File: config.mk
export PLATFORM = sky130hd
export DESIGN_NAME = ssl_top
export DESIGN_NICKNAME = d
export VERILOG_FILES = /design/src/rtl/ssl_pkg.sv /design/src/rtl/ssl_divider.sv /design/src/rtl/ssl_top.sv
export SDC_FILE = /design/constraint.sdc
export NUM_CORES = 1
export LEC_CHECK = 0
export ABC_CLOCK_PERIOD_IN_PS = 8600
export BUFFER_PORTS_ARGS = -buffer_cell sky130_fd_sc_hd__buf_4
export CAP_MARGIN = 10
export CORE_MARGIN = 2
export CORE_UTILIZATION = 32
export DETAILED_ROUTE_END_ITERATION = 10
export PLACE_DENSITY = 0.52
export SYNTH_ARGS = -nofsm -noshare
export SYNTH_HDL_FRONTEND = slang
export SYNTH_SLANG_ARGS = --single-unit
File: constraint.sdc
create_clock -name core_clk_i -period 8.6 [get_ports core_clk_i]
set_input_delay 1.29 -clock core_clk_i [delete_from_list [all_inputs] [get_ports core_clk_i]]
set_output_delay 1.29 -clock core_clk_i [all_outputs]
set_load 0.005 [all_outputs]
File: src/rtl/ssl_pkg.sv
// constants for the synthesizer serial latch and lock detect block
package ssl_pkg;
	// ----------------------------------------------------------------
	// serial word and latch select
	// ----------------------------------------------------------------
	localparam int         WORD_W      = 24;
	localparam int         SEL_LSB     = 0;
	localparam logic [1:0] SEL_REF     = 2'h0;
	localparam logic [1:0] SEL_FB      = 2'h1;
	localparam logic [1:0] SEL_FUNC    = 2'h2;
	localparam logic [1:0] SEL_INIT    = 2'h3;
	localparam logic [WORD_W-1:0] LATCH_RST = 24'h000000;

	// ----------------------------------------------------------------
	// reference divider latch fields
	// ----------------------------------------------------------------
	localparam int REF_DIV_LSB = 2;
	localparam int REF_DIV_W   = 14;
	localparam int ABW_LSB     = 16;
	localparam int LOCK_PREC_B = 20;
	localparam int PRE_DELAY_B = 22;

	// ----------------------------------------------------------------
	// feedback counter latch fields
	// ----------------------------------------------------------------
	localparam int SWAL_LSB    = 2;
	localparam int SWAL_W      = 6;
	localparam int MAIN_LSB    = 8;
	localparam int MAIN_W      = 13;
	localparam int GAIN_B      = 21;
	localparam int FB_DIV_W    = 20;
	localparam logic [MAIN_W-1:0] MAIN_MIN = 13'h0003;

	// ----------------------------------------------------------------
	// function and initialization latch fields
	// ----------------------------------------------------------------
	localparam int OSEL_LSB    = 4;
	localparam int PD_LOW_B    = 3;
	localparam int PD_HIGH_B   = 21;
	localparam int PRE_LSB     = 22;
	localparam logic [6:0] PRE_MOD_8  = 7'h08;
	localparam logic [6:0] PRE_MOD_16 = 7'h10;
	localparam logic [6:0] PRE_MOD_32 = 7'h20;
	localparam logic [6:0] PRE_MOD_64 = 7'h40;

	// ----------------------------------------------------------------
	// output multiplexer selections
	// ----------------------------------------------------------------
	typedef enum logic [2:0] {
		OSEL_LOW     = 3'h0,
		OSEL_DLOCK   = 3'h1,
		OSEL_FB_OUT  = 3'h2,
		OSEL_HIGH    = 3'h3,
		OSEL_REF_OUT = 3'h4,
		OSEL_ALOCK   = 3'h5,
		OSEL_SDATA   = 3'h6,
		OSEL_GND     = 3'h7
	} ssl_osel_t;

	// ----------------------------------------------------------------
	// timing
	// ----------------------------------------------------------------
	localparam int CLK_PERIOD_PS = 100000;
	localparam int LOCK_WIN_PS   = 15000;
	localparam int UNLOCK_PS     = 25000;
	localparam int LOCK_CNT_LO   = 3;
	localparam int LOCK_CNT_HI   = 5;
	localparam int ABW_00_PS     = 3000;
	localparam int ABW_01_PS     = 1500;
	localparam int ABW_10_PS     = 6000;
	localparam int ABW_11_PS     = 3000;
	localparam int ABW_00_RAW = (ABW_00_PS + CLK_PERIOD_PS - 1) / CLK_PERIOD_PS;
	localparam int ABW_01_RAW = (ABW_01_PS + CLK_PERIOD_PS - 1) / CLK_PERIOD_PS;
	localparam int ABW_10_RAW = (ABW_10_PS + CLK_PERIOD_PS - 1) / CLK_PERIOD_PS;
	localparam int ABW_11_RAW = (ABW_11_PS + CLK_PERIOD_PS - 1) / CLK_PERIOD_PS;
	localparam logic [3:0] ABW_00_CYC = 4'((ABW_00_RAW < 1) ? 1 : ABW_00_RAW);
	localparam logic [3:0] ABW_01_CYC = 4'((ABW_01_RAW < 1) ? 1 : ABW_01_RAW);
	localparam logic [3:0] ABW_10_CYC = 4'((ABW_10_RAW < 1) ? 1 : ABW_10_RAW);
	localparam logic [3:0] ABW_11_CYC = 4'((ABW_11_RAW < 1) ? 1 : ABW_11_RAW);
	localparam int ERR_W = 8;
endpackage

File: src/rtl/ssl_divider.sv
// programmable edge divider emitting one pulse per ratio input ticks
`timescale 1ns/1ps
module ssl_divider #(
	parameter int W = 14
) (
	// clock and reset
	input  wire logic         clk_i,
	input  wire logic         resetn_i,
	// control
	input  wire logic         clear_i,
	input  wire logic [W-1:0] ratio_i,
	// count input and result
	input  wire logic         tick_i,
	output logic              pulse_o
);
	logic [W-1:0] cnt_r;

	// count ticks, ratio of zero or one divides by one
	always_ff @(posedge clk_i or negedge resetn_i) begin
		if (!resetn_i) begin
			cnt_r   <= '0;
			pulse_o <= 1'b0;
		end else if (clear_i) begin
			cnt_r   <= '0;
			pulse_o <= 1'b0;
		end else if (tick_i) begin
			if ((cnt_r + W'(1)) >= ratio_i) begin
				cnt_r   <= '0;
				pulse_o <= 1'b1;
			end else begin
				cnt_r   <= cnt_r + W'(1);
				pulse_o <= 1'b0;
			end
		end else begin
			pulse_o <= 1'b0;
		end
	end
endmodule // ssl_divider

File: src/rtl/ssl_top.sv
// synthesizer serial latches, dividers, phase comparator and lock detect
//
// Overview of operation
// - data enters MSB first, one bit per rising serial clock edge, 24 bits.
// - rising load strobe copies the shift register into exactly one latch.
// - the two lowest word bits pick the destination latch.
// - 00 reference, 01 feedback, 10 function, 11 initialization latch.
// - 14-bit reference divider, 19-bit feedback of 6-bit swallow, 13-bit main.
// - comparator compares reference output with feedback output, ratio main*P+swallow.
// - comparator has antibacklash width from two latch bits, one core cycle at every setting.
// - antibacklash width bits come only from the reference divider latch.
// - three-bit output select in the function latch picks the muxed node.
// - muxed output may show digital or analog lock indication.
// - precision zero: lock after three consecutive cycles under 15 ns error.
// - precision one: lock after five consecutive cycles under 15 ns error.
// - lock stays high until a cycle shows error above 25 ns or the initialization latch is written.
// - analog lock rests high with narrow low-going pulses when locked.
// - reference ratios one through 16383 are accepted.
// - main counter ratios three through 8191 are accepted.
// - swallow counter values zero through 63 are accepted.
// - prescaler selectable among 8/9, 16/17, 32/33 and 64/65.
`timescale 1ns/1ps
module ssl_top
	import ssl_pkg::*;
(
	// clock and reset
	input  wire logic core_clk_i,
	input  wire logic resetn_i,
	// three-wire serial link
	input  wire logic serial_clk_i,
	input  wire logic serial_data_i,
	input  wire logic load_strobe_i,
	// divider inputs
	input  wire logic ref_in_i,
	input  wire logic rf_in_i,
	// charge pump drive
	output logic      pump_up_o,
	output logic      pump_dn_o,
	output logic      pump_gain_sel_o,
	output logic      prescaler_delay_enable_o,
	output logic [1:0] power_down_o,
	// multiplexed output, open drain only in analog lock mode
	output logic      muxout_o,
	output logic      muxout_oe_o
);
	// ----------------------------------------------------------------
	// pin synchronisers and edge detection
	// ----------------------------------------------------------------
	logic [4:0] sync1_r;
	logic [4:0] sync2_r;
	logic [4:0] prev_r;
	logic [4:0] rise;

	// two flops per pin, then a delay stage for edges
	always_ff @(posedge core_clk_i or negedge resetn_i) begin
		if (!resetn_i) begin
			sync1_r <= 5'h00;
			sync2_r <= 5'h00;
			prev_r  <= 5'h00;
		end else begin
			sync1_r <= {rf_in_i, ref_in_i, load_strobe_i, serial_data_i, serial_clk_i};
			sync2_r <= sync1_r;
			prev_r  <= sync2_r;
		end
	end

	assign rise = sync2_r & ~prev_r;

	// ----------------------------------------------------------------
	// input shift register and latches
	// ----------------------------------------------------------------
	logic [WORD_W-1:0] shift_r;
	logic [WORD_W-1:0] ref_latch_r;
	logic [WORD_W-1:0] fb_latch_r;
	logic [WORD_W-1:0] func_latch_r;
	logic [WORD_W-1:0] init_latch_r;
	logic              use_init_r;
	logic              init_clear_r;
	logic [WORD_W-1:0] func_eff;

	// shift in msb first, oldest bits fall off the top
	always_ff @(posedge core_clk_i or negedge resetn_i) begin
		if (!resetn_i) begin
			shift_r <= LATCH_RST;
		end else if (rise[0]) begin
			shift_r <= {shift_r[WORD_W-2:0], sync2_r[1]};
		end
	end

	// strobe edge writes one latch chosen by the low bits
	always_ff @(posedge core_clk_i or negedge resetn_i) begin
		if (!resetn_i) begin
			ref_latch_r  <= LATCH_RST;
			fb_latch_r   <= LATCH_RST;
			func_latch_r <= LATCH_RST;
			init_latch_r <= LATCH_RST;
			use_init_r   <= 1'b0;
			init_clear_r <= 1'b0;
		end else begin
			init_clear_r <= 1'b0;
			if (rise[2]) begin
				case (shift_r[SEL_LSB+1:SEL_LSB])
					SEL_REF: begin
						ref_latch_r <= shift_r;
					end
					SEL_FB: begin
						fb_latch_r <= shift_r;
					end
					SEL_FUNC: begin
						func_latch_r <= shift_r;
						use_init_r   <= 1'b0;
					end
					SEL_INIT: begin
						init_latch_r <= shift_r;
						use_init_r   <= 1'b1;
						init_clear_r <= 1'b1;
					end
					default: begin
						ref_latch_r <= ref_latch_r;
					end
				endcase
			end
		end
	end

	// function settings follow whichever of the two latches came last
	assign func_eff = use_init_r ? init_latch_r : func_latch_r;

	// ----------------------------------------------------------------
	// dividers
	// ----------------------------------------------------------------
	logic [REF_DIV_W-1:0] ref_ratio;
	logic [MAIN_W-1:0]    main_raw;
	logic [MAIN_W-1:0]    main_eff;
	logic [SWAL_W-1:0]    swal;
	logic [6:0]           pre_mod;
	logic [FB_DIV_W-1:0]  fb_ratio;
	logic                 ref_pulse;
	logic                 fb_pulse;

	assign ref_ratio = ref_latch_r[REF_DIV_LSB +: REF_DIV_W];
	assign main_raw  = fb_latch_r[MAIN_LSB +: MAIN_W];
	assign main_eff  = (main_raw < MAIN_MIN) ? MAIN_MIN : main_raw;
	assign swal      = fb_latch_r[SWAL_LSB +: SWAL_W];

	// prescaler modulus from the two ratio bits
	always_comb begin
		case (func_eff[PRE_LSB+1:PRE_LSB])
			2'h0:    pre_mod = PRE_MOD_8;
			2'h1:    pre_mod = PRE_MOD_16;
			2'h2:    pre_mod = PRE_MOD_32;
			default: pre_mod = PRE_MOD_64;
		endcase
	end

	// total feedback ratio, main times modulus plus swallow
	assign fb_ratio = FB_DIV_W'(FB_DIV_W'(main_eff) * FB_DIV_W'(pre_mod)) + FB_DIV_W'(swal);

	// reference divider
	ssl_divider #(.W(REF_DIV_W)) u_ref_div (
		.clk_i    (core_clk_i),
		.resetn_i (resetn_i),
		.clear_i  (init_clear_r),
		.ratio_i  (ref_ratio),
		.tick_i   (rise[3]),
		.pulse_o  (ref_pulse)
	);

	// feedback divider
	ssl_divider #(.W(FB_DIV_W)) u_fb_div (
		.clk_i    (core_clk_i),
		.resetn_i (resetn_i),
		.clear_i  (init_clear_r),
		.ratio_i  (fb_ratio),
		.tick_i   (rise[4]),
		.pulse_o  (fb_pulse)
	);

	// ----------------------------------------------------------------
	// phase comparator with antibacklash
	// ----------------------------------------------------------------
	logic [3:0]       abw_len;
	logic [3:0]       abw_cnt_r;
	logic [ERR_W-1:0] err_cnt_r;
	logic             pd_done;

	// width from reference latch bits only
	always_comb begin
		case (ref_latch_r[ABW_LSB+1:ABW_LSB])
			2'h0:    abw_len = ABW_00_CYC;
			2'h1:    abw_len = ABW_01_CYC;
			2'h2:    abw_len = ABW_10_CYC;
			default: abw_len = ABW_11_CYC;
		endcase
	end

	// one cycle mark at the start of the overlap ends each comparison
	assign pd_done = pump_up_o & pump_dn_o & (abw_cnt_r == 4'h0);

	// up on reference edge, down on feedback edge, both clear after width
	always_ff @(posedge core_clk_i or negedge resetn_i) begin
		if (!resetn_i) begin
			pump_up_o <= 1'b0;
			pump_dn_o <= 1'b0;
			abw_cnt_r <= 4'h0;
		end else if (init_clear_r) begin
			pump_up_o <= 1'b0;
			pump_dn_o <= 1'b0;
			abw_cnt_r <= 4'h0;
		end else if (pump_up_o && pump_dn_o) begin
			if ((abw_cnt_r + 4'h1) >= abw_len) begin
				pump_up_o <= 1'b0;
				pump_dn_o <= 1'b0;
				abw_cnt_r <= 4'h0;
			end else begin
				abw_cnt_r <= abw_cnt_r + 4'h1;
			end
		end else begin
			pump_up_o <= pump_up_o | ref_pulse;
			pump_dn_o <= pump_dn_o | fb_pulse;
		end
	end

	// phase error in cycles while only one side is raised
	always_ff @(posedge core_clk_i or negedge resetn_i) begin
		if (!resetn_i) begin
			err_cnt_r <= '0;
		end else if (pd_done || init_clear_r) begin
			err_cnt_r <= '0;
		end else if ((pump_up_o ^ pump_dn_o) && (err_cnt_r != '1)) begin
			err_cnt_r <= err_cnt_r + ERR_W'(1);
		end
	end

	// ----------------------------------------------------------------
	// digital lock detect
	// ----------------------------------------------------------------
	logic [2:0] good_cnt_r;
	logic       dlock_r;
	logic [2:0] need_cnt;
	logic       err_small;
	logic       err_large;

	assign need_cnt  = ref_latch_r[LOCK_PREC_B] ? 3'(LOCK_CNT_HI) : 3'(LOCK_CNT_LO);
	assign err_small = (int'(err_cnt_r) * CLK_PERIOD_PS) < LOCK_WIN_PS;
	assign err_large = (int'(err_cnt_r) * CLK_PERIOD_PS) > UNLOCK_PS;

	// count consecutive good cycles, drop only on a large error or an init latch write
	always_ff @(posedge core_clk_i or negedge resetn_i) begin
		if (!resetn_i) begin
			good_cnt_r <= 3'h0;
			dlock_r    <= 1'b0;
		end else if (init_clear_r) begin
			good_cnt_r <= 3'h0;
			dlock_r    <= 1'b0;
		end else if (pd_done) begin
			if (err_large) begin
				good_cnt_r <= 3'h0;
				dlock_r    <= 1'b0;
			end else if (err_small) begin
				if ((good_cnt_r + 3'h1) >= need_cnt) begin
					dlock_r <= 1'b1;
				end else begin
					good_cnt_r <= good_cnt_r + 3'h1;
				end
			end else begin
				good_cnt_r <= 3'h0;
			end
		end
	end

	// ----------------------------------------------------------------
	// output multiplexer and static controls
	// ----------------------------------------------------------------
	ssl_osel_t osel;

	assign osel = ssl_osel_t'(func_eff[OSEL_LSB +: 3]);

	// registered node selection, open drain for analog lock
	always_ff @(posedge core_clk_i or negedge resetn_i) begin
		if (!resetn_i) begin
			muxout_o    <= 1'b0;
			muxout_oe_o <= 1'b1;
		end else begin
			muxout_oe_o <= 1'b1;
			case (osel)
				OSEL_LOW:     muxout_o <= 1'b0;
				OSEL_DLOCK:   muxout_o <= dlock_r;
				OSEL_FB_OUT:  muxout_o <= fb_pulse;
				OSEL_HIGH:    muxout_o <= 1'b1;
				OSEL_REF_OUT: muxout_o <= ref_pulse;
				OSEL_ALOCK: begin
					muxout_o    <= 1'b0;
					muxout_oe_o <= pump_up_o | pump_dn_o;
				end
				OSEL_SDATA:   muxout_o <= shift_r[WORD_W-1];
				default:      muxout_o <= 1'b0;
			endcase
		end
	end

	// latched control bits passed to the analog side
	always_ff @(posedge core_clk_i or negedge resetn_i) begin
		if (!resetn_i) begin
			pump_gain_sel_o          <= 1'b0;
			prescaler_delay_enable_o <= 1'b0;
			power_down_o             <= 2'h0;
		end else begin
			pump_gain_sel_o          <= fb_latch_r[GAIN_B];
			prescaler_delay_enable_o <= ref_latch_r[PRE_DELAY_B];
			power_down_o             <= {func_eff[PD_HIGH_B], func_eff[PD_LOW_B]};
		end
	end
endmodule // ssl_top

==> flow_summary.ini <==
[clocking]
path_clk_slew_ns = 0.07
clockBufferDepth = 2
cts_buffers = 17
clock_latency_ns = 0.43
cts_resized = 0
holdBufCountCts = 0
cts_root_buffer = clkbuf_16
post_cts_buffers = 0
cts_tree = done
cts_max_level = 4
cts.sinks = 150

[cells_and_area]
syn_to_final_growth_pct = 11.5
final_common_cell = dfrtp_1
final_util = 0.360
n_antenna_cell = 0
final_cell_mix = 149 x dfrtp_1, 146 x ha_1, 133 x inv_1
fin_area_sq_um = 12000
layout.cells.non_filler = 1542
drive_above_1_share = 0.123
nets = 1271

[sta]
period_share = 0.746
tns_ns = 0
slew_viol_final = 0
relSlewSlack = 0.318
finClkSkew_ns = 0.0186
worst_slack_ns = 2.18
setup_viol = 0
finalCriticalPeriod_ns = 6.42
hold_viol_final = 0
rsz0062_at_grt = no
hold_slack_ns = 0.349
clock.fmax_mhz = 156
worstMarginPinSlew_ns = 1.02

[critical_path]
endpoint = u_fb_div.cnt_r[15]
slowest_delay_ns = 0.62
cp_slowest_cell = dfrtp_1
crit_path_start_kind = flop
worstSetupPathType = flop to flop
reg2reg_slack_ns = 2.18
r2r-start = use_init_r
r2r_end = u_fb_div.cnt_r[15]
critPathMaxFanout = 12
crit_arrival_ns = 6.78
cp-end-kind = flop
startpoint = use_init_r
reg2regPathDepth = 26
worst_ep_required_time_ns = 8.97

[routing]
num_vias = 7438
detailedRoute.firstIterationViolations = 335
routed_via_density = 4.82
routed_wl_microns = 21200
drt_pass1_iterations = 4
routedWlPerCell_microns = 13.7
ant_nets = 0
drc_errors = 0

[logic_synthesis]
syn_nets = 1255
synthFlopType = dfrtp_1
synthCells = 1066
synth_edf_count = 0
synth-warning-count = 0
synth_cell_types = 68
synth_seq_cells = 150
ys_seq_area_frac = 0.348
async_reset_ff_frac = 1.00
synth_area_sq_um = 10800
post_synth.cell_area_avg_sq_um = 10.1

[global_routing]
grt_antenna_before_repair = 0
grt_pass1_wl_microns = 37100
grt_max_degree = 96
grt_usage = 0.128
grt_overflow = 0
grt_pass1_vias = 7608

[power_and_ir_drop]
p_int_mw = 1.90
comb_power_share = 0.455
ir_worst_vdd_v = 0.000300
seq_power_share = 0.313
p_sw_mw = 1.31
leakage_nw = 6.08
p_per_area_nw_per_um2 = 268
sw_frac_of_total = 0.409
power_mw = 3.22
power.share.clock = 0.233

[floorplan]
start_util = 0.323
core_area_sq_um = 33400
fp.dieH_microns = 188
fp.dieW_microns = 188
io_pins = 15
dieArea_sq_um = 35200
row_count = 67

[min_path]
hp-class = flop to flop

[placed_design]
place_area_sq_um = 11400
place_hpwl_microns = 16200
portBuffers = 14
dp_slack_ns = 2.22
gp_congestion = 0.808
dpl.cell_count = 1510

[run_status]
status = finished, final reports clean

[job]
maxCapViolCount = 0
## synthesized netlist by cell type (11+ instances only)
master	instances	area, sq um
mux2_2	55	619
a32o_1	26	260
o21ai_0	39	195
nand2_1	87	327
nor2_1	44	165
xor2_1	30	263
nand2b_1	11	68.8
inv_1	133	499
xnor2_1	31	272
clkbuf_1	23	86.3
a21oi_1	31	155
fa_1	36	721
dfrtp_1	149	3730
nor3_1	11	55.1
ha_1	146	1830
a21o_1	17	128
nand4_1	11	68.8
and2_1	30	188
nand3_1	26	130
## state kept, by name, indices dropped and copies added (netlist names), 2 cells and up
| register | flops |
|---|---|
| ref_latch_r | 16 |
| good_cnt_r | 3 |
| u_fb_div.cnt_r | 20 |
| prev_r | 4 |
| abw_cnt_r | 4 |
| sync2_r | 5 |
| sync1_r | 5 |
| fb_latch_r | 20 |
| func_latch_r | 7 |
| u_ref_div.cnt_r | 14 |
| init_latch_r | 7 |
| err_cnt_r | 8 |
| power_down_o | 2 |
| shift_r | 24 |
## worst max-delay path: cells and delay by family, from the launching register on
kind | cells | cell delay (ns)
AOI/OAI and AO/OA | 11 | 1.88
xor gates and xnor gates | 1 | 0.17
DFF | 1 | 0.62
adders and majority gates | 6 | 2.18
and+or+nand+nor | 5 | 1.17
buffers and inverters | 3 | 0.34
## per-layer routing
metal / share of wire / track usage / up-vias
li1: - / - / 3734
met1: 0.50 / 0.177 / 3627
met2: 0.47 / 0.207 / 57
met3: 0.022 / 0.0217 / 20
met4: 0.012 / 0.0330 / 0
met5: 0 / 0 / -
## worst min-delay path by stage
stage                from         end  cells past startpoint
6_report       sync1_r[4]  sync2_r[4]                      0
5_1_grt        sync1_r[3]  sync2_r[3]                      0
4_1_cts        sync1_r[3]  sync2_r[3]                      0
3_5_place_dp   sync1_r[0]  sync2_r[0]                      0
3_3_place_gp   sync1_r[2]  sync2_r[2]                      0
2_1_floorplan  sync1_r[0]  sync2_r[0]                      0
## power by group through the flow
stage               clock [mW]  sequential, mW  combinational [mW]
floorplan                    0           0.958                1.14
global placement             0            1.02                1.47
detailed placement           0            1.02                1.48
CTS                      0.769            1.01                1.49
global route             0.803            1.03                1.71
finish                   0.748            1.01                1.46
## kinds of logic after synthesis
group           after synthesis  synth area share
flops                       150             0.348
mux                          59            0.0616
xor+xnor                     61            0.0496
compound gates              183             0.121
fa+ha+maj                   182             0.236
buf+inv                     162            0.0572
simple gates                269             0.126
## final cells by class
class | count | area [sq um]
Tap cell | 448 | 561
Timing Repair Buffer | 24 | 188
Inverter | 135 | 507
Clock buffer | 17 | 425
Multi-Input combinational cell | 754 | 6420
Clock inverter | 14 | 160
Sequential cell | 150 | 3750
Fill cell | 3462 | 21300
Note: power is estimated with default switching activity, not from simulation.
